==> src/logic/xbe_consts.svh <==
// Purpose: constants for the crossbar peripheral enable block
// Assumes: 8-bit special-function-register bus, one clock
// Notes: function slot numbers give the crossbar priority order
// Behaviour
// RULE_01 - low bit 7 routes comparator B async output
// RULE_02 - low bit 6 routes comparator B output
// RULE_03 - low bit 5 routes comparator A async output
// RULE_04 - low bit 4 routes comparator A output
// RULE_05 - low bit 3 routes SMBus data and clock
// RULE_06 - low bit 2 routes SPI, three or four pins
// RULE_07 - low bit 1 puts CAN on fixed P0.6/P0.7
// RULE_08 - low bit 0 puts UART on P0.4/P0.5
// RULE_09 - high bit 7 routes timer B input
// RULE_10 - high bit 6 routes timer A input
// RULE_11 - high bit 5 routes counter array count input
// RULE_12 - high bits 4:2 count capture outputs; 111 reserved
// RULE_13 - high bit 1 routes system clock output
// RULE_14 - lowest free unskipped pin, fixed priority order
// RULE_15 - global enable clear: pins inputs, drivers off
// RULE_16 - two-wire functions claim both pins together
// RULE_17 - both enable registers reset to zero
`ifndef XBE_CONSTS_SVH
`define XBE_CONSTS_SVH

// register addresses and page
`define XBE_ADDR_ENABLE_LOW 8'hE1
`define XBE_ADDR_ENABLE_HIGH 8'hE2
`define XBE_SFR_PAGE 8'h0F
`define XBE_ENABLE_LOW_RESET 8'h00
`define XBE_ENABLE_HIGH_RESET 8'h00
// writable bits of the high register (bit 0 reserved, reads zero)
`define XBE_ENABLE_HIGH_MASK 8'hFE

// low register fields
`define XBE_BIT_COMP_B_ASYNC 7
`define XBE_BIT_COMP_B 6
`define XBE_BIT_COMP_A_ASYNC 5
`define XBE_BIT_COMP_A 4
`define XBE_BIT_SMBUS 3
`define XBE_BIT_SPI 2
`define XBE_BIT_CAN 1
`define XBE_BIT_UART 0
// high register fields
`define XBE_BIT_TIMER_B 7
`define XBE_BIT_TIMER_A 6
`define XBE_BIT_COUNT_IN 5
`define XBE_CAPT_MSB 4
`define XBE_CAPT_LSB 2
`define XBE_CAPT_RESERVED 3'h7
`define XBE_BIT_CLOCK_OUT 1

// fixed pin positions
`define XBE_PIN_UART_TX 4
`define XBE_PIN_UART_RX 5
`define XBE_PIN_CAN_TX 6
`define XBE_PIN_CAN_RX 7

// function slots, in priority order
`define XBE_FN_UART_TX 0
`define XBE_FN_UART_RX 1
`define XBE_FN_CAN_TX 2
`define XBE_FN_CAN_RX 3
`define XBE_FN_LIN_TX 4
`define XBE_FN_LIN_RX 5
`define XBE_FN_SPI_SCK 6
`define XBE_FN_SPI_MISO 7
`define XBE_FN_SPI_MOSI 8
`define XBE_FN_SPI_NSS 9
`define XBE_FN_SMB_SDA 10
`define XBE_FN_SMB_SCL 11
`define XBE_FN_COMP_A 12
`define XBE_FN_COMP_A_ASYNC 13
`define XBE_FN_COMP_B 14
`define XBE_FN_COMP_B_ASYNC 15
`define XBE_FN_CLOCK_OUT 16
`define XBE_FN_CAPT0 17
`define XBE_FN_COUNT_IN 23
`define XBE_FN_TIMER_A 24
`define XBE_FN_TIMER_B 25
`define XBE_NUM_FUNC 26
`define XBE_NUM_CAPT 6

`endif

==> src/logic/xbe_pkg.sv <==
// Purpose: types shared by the crossbar enable block
// Assumes: constants header supplies the numbers
// Notes: none
`include "xbe_consts.svh"
package xbe_pkg;
    typedef logic [7:0] xbe_sfr_addr_t;  // special-function-register address
    typedef logic [7:0] xbe_byte_t;      // register data
    typedef logic [4:0] xbe_func_idx_t;  // function slot number
endpackage

==> src/logic/xbe_crossbar.sv <==
// Purpose: crossbar peripheral enable registers plus priority pin assignment
// Assumes: pins 0..7 form the first port; bypass mask and global enable come from same-clock logic
// Notes: every top output is registered, so pin changes show one cycle after a register write
`timescale 1ns/1ns
`include "xbe_consts.svh"
module xbe_crossbar #(
    parameter int NUM_PINS = 16
) (
    input wire logic clk,
    input wire logic rst_n,
    // special-function-register bus
    input wire xbe_pkg::xbe_sfr_addr_t sfrAddr,
    input wire xbe_pkg::xbe_byte_t sfrPage,
    input wire logic sfrWrite,
    input wire logic sfrRead,
    input wire xbe_pkg::xbe_byte_t sfrWdata,
    output xbe_pkg::xbe_byte_t sfrRdata,
    // crossbar context from neighbouring registers and peripherals
    input wire logic matrixGlobalEn,
    input wire logic linPinsEn,
    input wire logic spiNssUsed,
    input wire logic [NUM_PINS-1:0] pinBypassMask,
    // peripheral side, one bit per function slot
    input wire logic [`XBE_NUM_FUNC-1:0] funcOut,
    input wire logic [`XBE_NUM_FUNC-1:0] funcOe,
    output logic [`XBE_NUM_FUNC-1:0] funcIn,
    // plain port latch for unassigned pins
    input wire logic [NUM_PINS-1:0] portOut,
    input wire logic [NUM_PINS-1:0] portOe,
    output logic [NUM_PINS-1:0] portIn,
    // pad side
    input wire logic [NUM_PINS-1:0] pinIn,
    output logic [NUM_PINS-1:0] pinOut,
    output logic [NUM_PINS-1:0] pinOe
);
    import xbe_pkg::*;

    // one slot per peripheral signal; slot order is the priority order
    localparam int NF = `XBE_NUM_FUNC;

    xbe_byte_t enableLow_q;            // crossbar_enable_low
    xbe_byte_t enableHigh_q;           // crossbar_enable_high
    logic [2:0] captCount;             // capture output count field
    logic [NF-1:0] fnEn;               // function wants pins
    logic [NUM_PINS-1:0] pinSync;      // synchronised pad levels
    logic [NUM_PINS-1:0] pinOwned;     // pin given to some function
    xbe_func_idx_t pinOwner [NUM_PINS]; // which function owns the pin
    logic [NF-1:0] funcIn_d;           // pad level seen by each function
    logic sfrHit;                      // bus access on our page

    // pad levels cross into the clock domain first
    // nothing reads the raw pads, which may change at any moment
    xbe_sync2 #(
        .WIDTH(NUM_PINS)
    ) u_pinSync (
        .clk(clk),
        .rst_n(rst_n),
        .async(pinIn),
        .sync(pinSync)
    );

    // only the crossbar page answers; any other page leaves the registers alone
    assign sfrHit = (sfrPage == `XBE_SFR_PAGE);
    assign captCount = enableHigh_q[`XBE_CAPT_MSB:`XBE_CAPT_LSB];

    // register writes; the reserved high bit 0 is never stored
    always_ff @(posedge clk) begin
        if (!rst_n) begin
            enableLow_q <= `XBE_ENABLE_LOW_RESET; // RULE_17
            enableHigh_q <= `XBE_ENABLE_HIGH_RESET; // RULE_17
        end else if (sfrWrite && sfrHit) begin
            // low enables: comparators, SMBus, SPI, CAN and UART
            if (sfrAddr == `XBE_ADDR_ENABLE_LOW) begin
                enableLow_q <= sfrWdata;
            end
            // high enables: timers, count input, capture count, clock out
            // the reserved bit is dropped so software never reads back a one
            if (sfrAddr == `XBE_ADDR_ENABLE_HIGH) begin
                enableHigh_q <= sfrWdata & `XBE_ENABLE_HIGH_MASK;
            end
        end
    end

    // read data is registered; other addresses answer zero
    // zero rather than stale data, so a missed read never looks valid
    always_ff @(posedge clk) begin
        if (!rst_n) begin
            sfrRdata <= 8'h00;
        end else if (sfrRead && sfrHit && sfrAddr == `XBE_ADDR_ENABLE_LOW) begin
            sfrRdata <= enableLow_q;
        end else if (sfrRead && sfrHit && sfrAddr == `XBE_ADDR_ENABLE_HIGH) begin
            sfrRdata <= enableHigh_q;
        end else begin
            sfrRdata <= 8'h00;
        end
    end

    // decode register bits into per-function requests
    always_comb begin
        fnEn = '0;
        // two-wire peripherals raise both slots from one enable bit
        fnEn[`XBE_FN_UART_TX] = enableLow_q[`XBE_BIT_UART]; // RULE_08
        fnEn[`XBE_FN_UART_RX] = enableLow_q[`XBE_BIT_UART]; // RULE_16
        fnEn[`XBE_FN_CAN_TX] = enableLow_q[`XBE_BIT_CAN]; // RULE_07
        fnEn[`XBE_FN_CAN_RX] = enableLow_q[`XBE_BIT_CAN]; // RULE_16
        // the LIN pair is requested by a neighbouring register
        fnEn[`XBE_FN_LIN_TX] = linPinsEn; // RULE_16
        fnEn[`XBE_FN_LIN_RX] = linPinsEn;
        // SPI claims three pins, or four when slave select is in use
        fnEn[`XBE_FN_SPI_SCK] = enableLow_q[`XBE_BIT_SPI]; // RULE_06
        fnEn[`XBE_FN_SPI_MISO] = enableLow_q[`XBE_BIT_SPI];
        fnEn[`XBE_FN_SPI_MOSI] = enableLow_q[`XBE_BIT_SPI];
        // slave select only in four-wire mode
        fnEn[`XBE_FN_SPI_NSS] = enableLow_q[`XBE_BIT_SPI] & spiNssUsed; // RULE_06
        fnEn[`XBE_FN_SMB_SDA] = enableLow_q[`XBE_BIT_SMBUS]; // RULE_05
        fnEn[`XBE_FN_SMB_SCL] = enableLow_q[`XBE_BIT_SMBUS]; // RULE_16
        // comparator outputs are single pins each
        fnEn[`XBE_FN_COMP_A] = enableLow_q[`XBE_BIT_COMP_A]; // RULE_04
        fnEn[`XBE_FN_COMP_A_ASYNC] = enableLow_q[`XBE_BIT_COMP_A_ASYNC]; // RULE_03
        fnEn[`XBE_FN_COMP_B] = enableLow_q[`XBE_BIT_COMP_B]; // RULE_02
        fnEn[`XBE_FN_COMP_B_ASYNC] = enableLow_q[`XBE_BIT_COMP_B_ASYNC]; // RULE_01
        // the system clock output is one more single-pin function
        fnEn[`XBE_FN_CLOCK_OUT] = enableHigh_q[`XBE_BIT_CLOCK_OUT]; // RULE_13
        // reserved count routes nothing rather than guessing a width
        for (int i = 0; i < `XBE_NUM_CAPT; i++) begin
            fnEn[`XBE_FN_CAPT0 + i] = (captCount != `XBE_CAPT_RESERVED) && (int'(captCount) > i); // RULE_12
        end
        // timer and count inputs sit at the lowest priority
        fnEn[`XBE_FN_COUNT_IN] = enableHigh_q[`XBE_BIT_COUNT_IN]; // RULE_11
        fnEn[`XBE_FN_TIMER_A] = enableHigh_q[`XBE_BIT_TIMER_A]; // RULE_10
        fnEn[`XBE_FN_TIMER_B] = enableHigh_q[`XBE_BIT_TIMER_B]; // RULE_09
    end

    // priority walk: fixed pins first, then lowest free pin per function
    always_comb begin
        logic [NUM_PINS-1:0] taken;
        logic found;
        // skipped pins start out looking as if already assigned
        taken = pinBypassMask;
        found = 1'b0;
        pinOwned = '0;
        for (int p = 0; p < NUM_PINS; p++) begin
            pinOwner[p] = '0;
        end
        // fixed positions ignore the bypass mask
        // so a skipped fixed pin is still handed to its peripheral
        if (fnEn[`XBE_FN_UART_TX]) begin
            pinOwned[`XBE_PIN_UART_TX] = 1'b1; // RULE_08
            pinOwner[`XBE_PIN_UART_TX] = xbe_func_idx_t'(`XBE_FN_UART_TX);
            pinOwned[`XBE_PIN_UART_RX] = 1'b1;
            pinOwner[`XBE_PIN_UART_RX] = xbe_func_idx_t'(`XBE_FN_UART_RX);
            taken[`XBE_PIN_UART_TX] = 1'b1;
            taken[`XBE_PIN_UART_RX] = 1'b1;
        end
        if (fnEn[`XBE_FN_CAN_TX]) begin
            pinOwned[`XBE_PIN_CAN_TX] = 1'b1; // RULE_07
            pinOwner[`XBE_PIN_CAN_TX] = xbe_func_idx_t'(`XBE_FN_CAN_TX);
            pinOwned[`XBE_PIN_CAN_RX] = 1'b1;
            pinOwner[`XBE_PIN_CAN_RX] = xbe_func_idx_t'(`XBE_FN_CAN_RX);
            taken[`XBE_PIN_CAN_TX] = 1'b1;
            taken[`XBE_PIN_CAN_RX] = 1'b1;
        end
        // remaining functions in slot order take the lowest free pin
        // a function that finds no free pin is simply left off
        for (int f = `XBE_FN_LIN_TX; f < NF; f++) begin
            found = 1'b0;
            for (int p = 0; p < NUM_PINS; p++) begin
                if (fnEn[f] && !found && !taken[p]) begin
                    taken[p] = 1'b1; // RULE_14
                    pinOwned[p] = 1'b1;
                    pinOwner[p] = xbe_func_idx_t'(f);
                    found = 1'b1;
                end
            end
        end
    end

    // each function hears the pad it owns; unrouted inputs read zero
    // with the crossbar off no peripheral hears a pad
    always_comb begin
        funcIn_d = '0;
        for (int p = 0; p < NUM_PINS; p++) begin
            if (matrixGlobalEn && pinOwned[p]) begin
                funcIn_d[pinOwner[p]] = pinSync[p]; // RULE_15
            end
        end
    end

    // pad drive; with the crossbar off every driver is released
    always_ff @(posedge clk) begin
        if (!rst_n) begin
            // no driver is enabled while reset is held
            pinOut <= '0;
            pinOe <= '0;
        end else begin
            for (int p = 0; p < NUM_PINS; p++) begin
                if (!matrixGlobalEn) begin
                    pinOut[p] <= 1'b0; // RULE_15
                    pinOe[p] <= 1'b0; // RULE_15
                end else if (pinOwned[p]) begin
                    // an owned pin follows its peripheral's drive and enable
                    pinOut[p] <= funcOut[pinOwner[p]];
                    pinOe[p] <= funcOe[pinOwner[p]];
                end else begin
                    // unassigned pins fall back to the plain port latch
                    pinOut[p] <= portOut[p];
                    pinOe[p] <= portOe[p];
                end
            end
        end
    end

    // synchronised levels back to peripherals and port latch
    // the port latch keeps seeing the pads even with the crossbar off
    always_ff @(posedge clk) begin
        if (!rst_n) begin
            funcIn <= '0;
            portIn <= '0;
        end else begin
            funcIn <= funcIn_d;
            portIn <= pinSync;
        end
    end
endmodule

==> src/logic/xbe_sync2.sv <==
// Purpose: two-flop synchroniser for a bundle of pin levels
// Assumes: bits are independent levels
// Notes: first stage is read only by the second stage
`timescale 1ns/1ns
module xbe_sync2 #(
    parameter int WIDTH = 8
) (
    input wire logic clk,
    input wire logic rst_n,
    input wire logic [WIDTH-1:0] async,
    output logic [WIDTH-1:0] sync
);
    logic [WIDTH-1:0] stage1_q; // metastability catcher

    // two stages, reset to zero
    always_ff @(posedge clk) begin
        if (!rst_n) begin
            stage1_q <= '0;
            sync <= '0;
        end else begin
            stage1_q <= async;
            sync <= stage1_q;
        end
    end
endmodule

==> config.mk <==
export PLATFORM = sky130hd
export DESIGN_NAME = xbe_crossbar
export DESIGN_NICKNAME = d
export VERILOG_FILES = /design/src/logic/xbe_pkg.sv /design/src/logic/xbe_crossbar.sv /design/src/logic/xbe_sync2.sv
export VERILOG_INCLUDE_DIRS = /design/src /design/src/logic
export SDC_FILE = /design/constraint.sdc
export NUM_CORES = 2
export LEC_CHECK = 0
export ABC_AREA = 1
export ABC_CLOCK_PERIOD_IN_PS = 7400
export BUFFER_PORTS_ARGS = -buffer_cell sky130_fd_sc_hd__buf_2
export CORE_MARGIN = 2
export CORE_UTILIZATION = 50
export CTS_CLUSTER_DIAMETER = 120
export CTS_CLUSTER_SIZE = 20
export DETAILED_ROUTE_END_ITERATION = 12
export MAX_ROUTING_LAYER = met4
export PLACE_DENSITY = 0.7
export SYNTH_ARGS = -nofsm -noshare
export SYNTH_HDL_FRONTEND = slang
export SYNTH_HIERARCHICAL = 1
export SYNTH_SLANG_ARGS = --single-unit
==> constraint.sdc <==
create_clock -name clk -period 7.4 [get_ports clk]
set_clock_uncertainty 0.1 [all_clocks]
set_input_delay 0.74 -clock clk [delete_from_list [all_inputs] [get_ports clk]]
set_output_delay 0.74 -clock clk [all_outputs]
set_load 0.02 [all_outputs]
==> flow_metrics.py <==
metrics = {
    "outcome": {
        "outcome": "complete, no violations",
    },
    "logic_synthesis": {
        "ys_types": 66,
        "synth_warnings": 6,
        "synth_ff_type": "dfxtp_1",
        "syn_nets": 4313,
        "syn_inst": 4166,
        "ys_ff_latch": 129,
        "synth.avg_cell_area_um2": 5.19,
        "yosysSeqAreaShare_pct": 11.9,
        "async_flop_share_pct": 0,
        "synth-edff-count": 0,
        "synth_area_um2": 21600,
    },
    "placed_design": {
        "port_buffers": 228,
        "hpwlAfterDp_um": 88900,
        "pre_cts_ws_ns": 0.0202,
        "gp_congestion": 1.12,
        "post_dp_cell_area_um2": 23300,
    },
    "sta": {
        "finalSetupViolCount": 0,
        "tns_ns": 0,
        "maxSlewHeadroom_pct": 18.8,
        "max_clock_freq_ghz": 0.142,
        "finalWorstSetupSlack_ns": 0.377,
        "finalHoldViolations": 0,
        "worst_hold_slack_ns": 0.298,
        "slew_viol_final": 0,
        "period_share_pct": 94.9,
        "finalCriticalPeriod_ns": 7.02,
        "worst_pin_slew_ns": 1.22,
    },
    "floorplanning": {
        "dieArea_um2": 44900,
        "die_h_um": 212,
        "core_um2": 42900,
        "initial_core_util_pct": 50.4,
        "die_w_um": 212,
        "rows": 76,
        "io_pins": 229,
    },
    "clock_network": {
        "cts_sinks": 129,
        "clk_path_buf_depth": 2,
        "numCtsBuffers": 17,
        "cts_root_buffer": "clkbuf_16",
        "clk_latency_ns": 0.52,
        "tritoncts": "yes",
        "clk_pin_slew_ns": 0.08,
        "htreeDepth": 4,
    },
    "global_routing": {
        "grt.overflow.total": 0,
        "grt_pass1_vias": 28193,
        "grt_pass1_wl_um": 170000,
        "grt_max_degree": 49,
        "antenna_found_initial": 2,
        "grt_usage_pct": 52.1,
    },
    "hold_path": {
        "min_path_type": "in -> reg",
        "hp-start": "pinIn[12]",
    },
    "layout": {
        "design_area_um2": 24000,
        "fin_nets": 4479,
        "drive_gt1_share_pct": 12.5,
        "n_fill_cell": 4690,
        "area_growth_syn_to_layout_pct": 11.1,
    },
    "critical_path": {
        "startpoint_type": "register",
        "cpMaxStageDelayCell": "dfxtp_2",
        "crit_arrival_ns": 7.31,
        "cp_common_cell": "nand2_1",
        "worstSetupPathType": "reg -> reg",
        "slowest_delay_ns": 0.39,
        "crit_fanout": 13,
        "r2r-start": "enableLow_q[2]$_SDFFE_PN0P_",
        "crit_start": "enableLow_q[2]$_SDFFE_PN0P_",
        "cp_data_required_time_ns": 7.69,
        "endpoint_kind": "register",
        "path_buf_inv": 9,
        "crit_family": "simple AND/OR/NAND/NOR gates",
    },
    "route": {
        "drt.antenna.violating_nets": 0,
        "vias": 31596,
        "wl_per_cell_um": 23.7,
        "via_per_inst": 6.41,
        "wl_um": 117000,
        "drt_iter0_drc": 5280,
        "drc": 0,
        "drt_pass1_iterations": 9,
    },
    "job": {
        "drv_cap": 0,
    },
    "pwr": {
        "peakVddDrop_uv": 311,
        "p_leak_nw": 12.2,
        "power_density_nw_per_um2": 93.5,
        "power.total_mw": 2.25,
    },
}
[path summary, 6_finish.rpt]
check	endpoint	slack, ns	depth (start not counted)
hold reg to reg	u_pinSync/sync[14]$_SDFF_PN0_	0.32	2
hold / removal	u_pinSync/stage1_q[12]$_SDFF_PN0_	0.30	3
setup / recovery	funcIn[4]$_SDFF_PN0_	0.38	44
setup reg to reg	funcIn[4]$_SDFF_PN0_	0.38	44
[through the flow]
step | cells | util, %
after CTS | 4927 | 55.7
final | 4932 | 56.0
after detailed placement | 4895 | 54.4
after global placement | 4895 | 54.4
after floorplan | 4166 | -
after global routing | 4931 | 56.0
[placed cells by master, fill, tap and decap left out, types with 7 or more instances in the layout]
cell       Yosys  layout
a2111oi_0     10      10
a211oi_1       7       7
a21oi_1      164     164
a221oi_1      36      36
a22oi_1       23      23
a31o_2         7       7
a31oi_1       41      41
a41oi_1       17      16
buf_2         17     227
buf_4          8      59
clkbuf_16      0      17
clkinv_1      23      23
dfxtp_1      129     127
inv_1        526     526
inv_2         29      28
inv_6          0       8
nand2_1     1094    1093
nand2_2       53      54
nand3_1      280     279
nand3_2        9      10
nand3b_1      10      10
nand4_1       70      70
nor2_1       670     663
nor2_2        69      73
nor2_4        14      17
nor3_1       100      99
nor4_1        33      33
o2111ai_1     44      44
o211ai_1      43      43
o21ai_0      193     193
o21ai_1       17      17
o221ai_1      55      55
o22ai_1      162     162
o311ai_0      11      11
o31ai_1       11      11
[final cells by class]
type                            instances  area [µm²]  share of cell area, %
Inverter                              580        2190                   9.10
Sequential cell                       129        2580                   10.8
Timing Repair Buffer                  288        1620                   6.74
Clock inverter                         14         143                  0.594
Clock buffer                           18         439                   1.83
Multi-Input combinational cell       3316       16300                   67.9
Tap cell                              585         732                   3.05
Antenna cell                            2        5.00                 0.0208
[where the power goes]
| group | internal [mW] | switching [mW] | total [mW] |
|---|---|---|---|
| sequential | 0.712 | 0.0217 | 0.734 |
| combinational | 0.152 | 0.460 | 0.612 |
| clock | 0.481 | 0.421 | 0.901 |
[routing by layer]
layer / global-route usage (%) / up-vias / wire length [µm]
met1: 65.1 / 13931 / 45300
met5: - / - / 0
li1: - / 14446 / -
met3: 20.8 / 644 / 18500
met4: 32.1 / 0 / 8890
met2: 69.2 / 2575 / 44000
[worst register-to-register path: cells and delay by family, from the launching register on]
kind	cells	cell delay, ns
compound gates	7	1.39
buf+inv	9	0.86
flops	1	0.39
simple gates	28	4.18
[registers in the layout, summed over array words and instances (netlist names)]
| signal | cells |
|---|---|
| funcIn | 26 |
| portIn | 16 |
| enableLow_q | 8 |
| u_pinSync/stage1_q | 16 |
| u_pinSync/sync | 16 |
| pinOut | 16 |
| enableHigh_q | 7 |
| sfrRdata | 8 |
| pinOe | 16 |
[what timing repair did]
| action | CTS | global route |
|---|---|---|
| hold buffers | 0 | 0 |
| endpoints found under the setup margin | 0 | 29 |
| gates resized for setup | 0 | 22 |
| setup buffers | 0 | 3 |
[cells by family after synthesis]
family	after synthesis	synth area share [%]
AO/OA/AOI/OAI	874	26.1
buffers and inverters	721	13.0
flip-flops	129	11.9
multiplexers	1	0.0463
AND/OR/NAND/NOR	2441	49.0
[cell usage after synthesis (all sizes together) (2+ instances only)]
| cell type | count | share of area [%] |
|---|---|---|
| o41ai | 2 | 0.081 |
| a2111oi | 10 | 0.40 |
| nand3 | 290 | 7.0 |
| o31ai | 11 | 0.38 |
| o21bai | 3 | 0.10 |
| and2 | 2 | 0.058 |
| clkbuf | 105 | 1.8 |
| nor3 | 105 | 2.6 |
| or2 | 10 | 0.29 |
| nand2 | 1152 | 21 |
| clkinv | 23 | 0.40 |
| and3 | 4 | 0.12 |
| a211oi | 7 | 0.24 |
| o32ai | 5 | 0.20 |
| a22oi | 23 | 0.80 |
| o2111ai | 44 | 1.8 |
| o221ai | 55 | 2.2 |
| nor3b | 2 | 0.069 |
| o311ai | 11 | 0.45 |
| a41oi | 17 | 0.69 |
| a31oi | 41 | 1.2 |
| or3 | 4 | 0.12 |
| o22ai | 162 | 4.7 |
| a221oi | 36 | 1.5 |
| nand4 | 73 | 2.2 |
| a21boi | 3 | 0.10 |
| nor2 | 753 | 14 |
| dfxtp | 129 | 12 |
| a31o | 7 | 0.28 |
| inv | 557 | 9.7 |
| o21ai | 213 | 5.0 |
| o211ai | 43 | 1.5 |
| nor4 | 33 | 0.95 |
| or4 | 2 | 0.069 |
| buf | 36 | 1.1 |
| nand3b | 10 | 0.35 |
| a2111o | 2 | 0.10 |
| o21a | 7 | 0.28 |
| a21oi | 166 | 3.9 |
(Power assumes the default switching activity.)
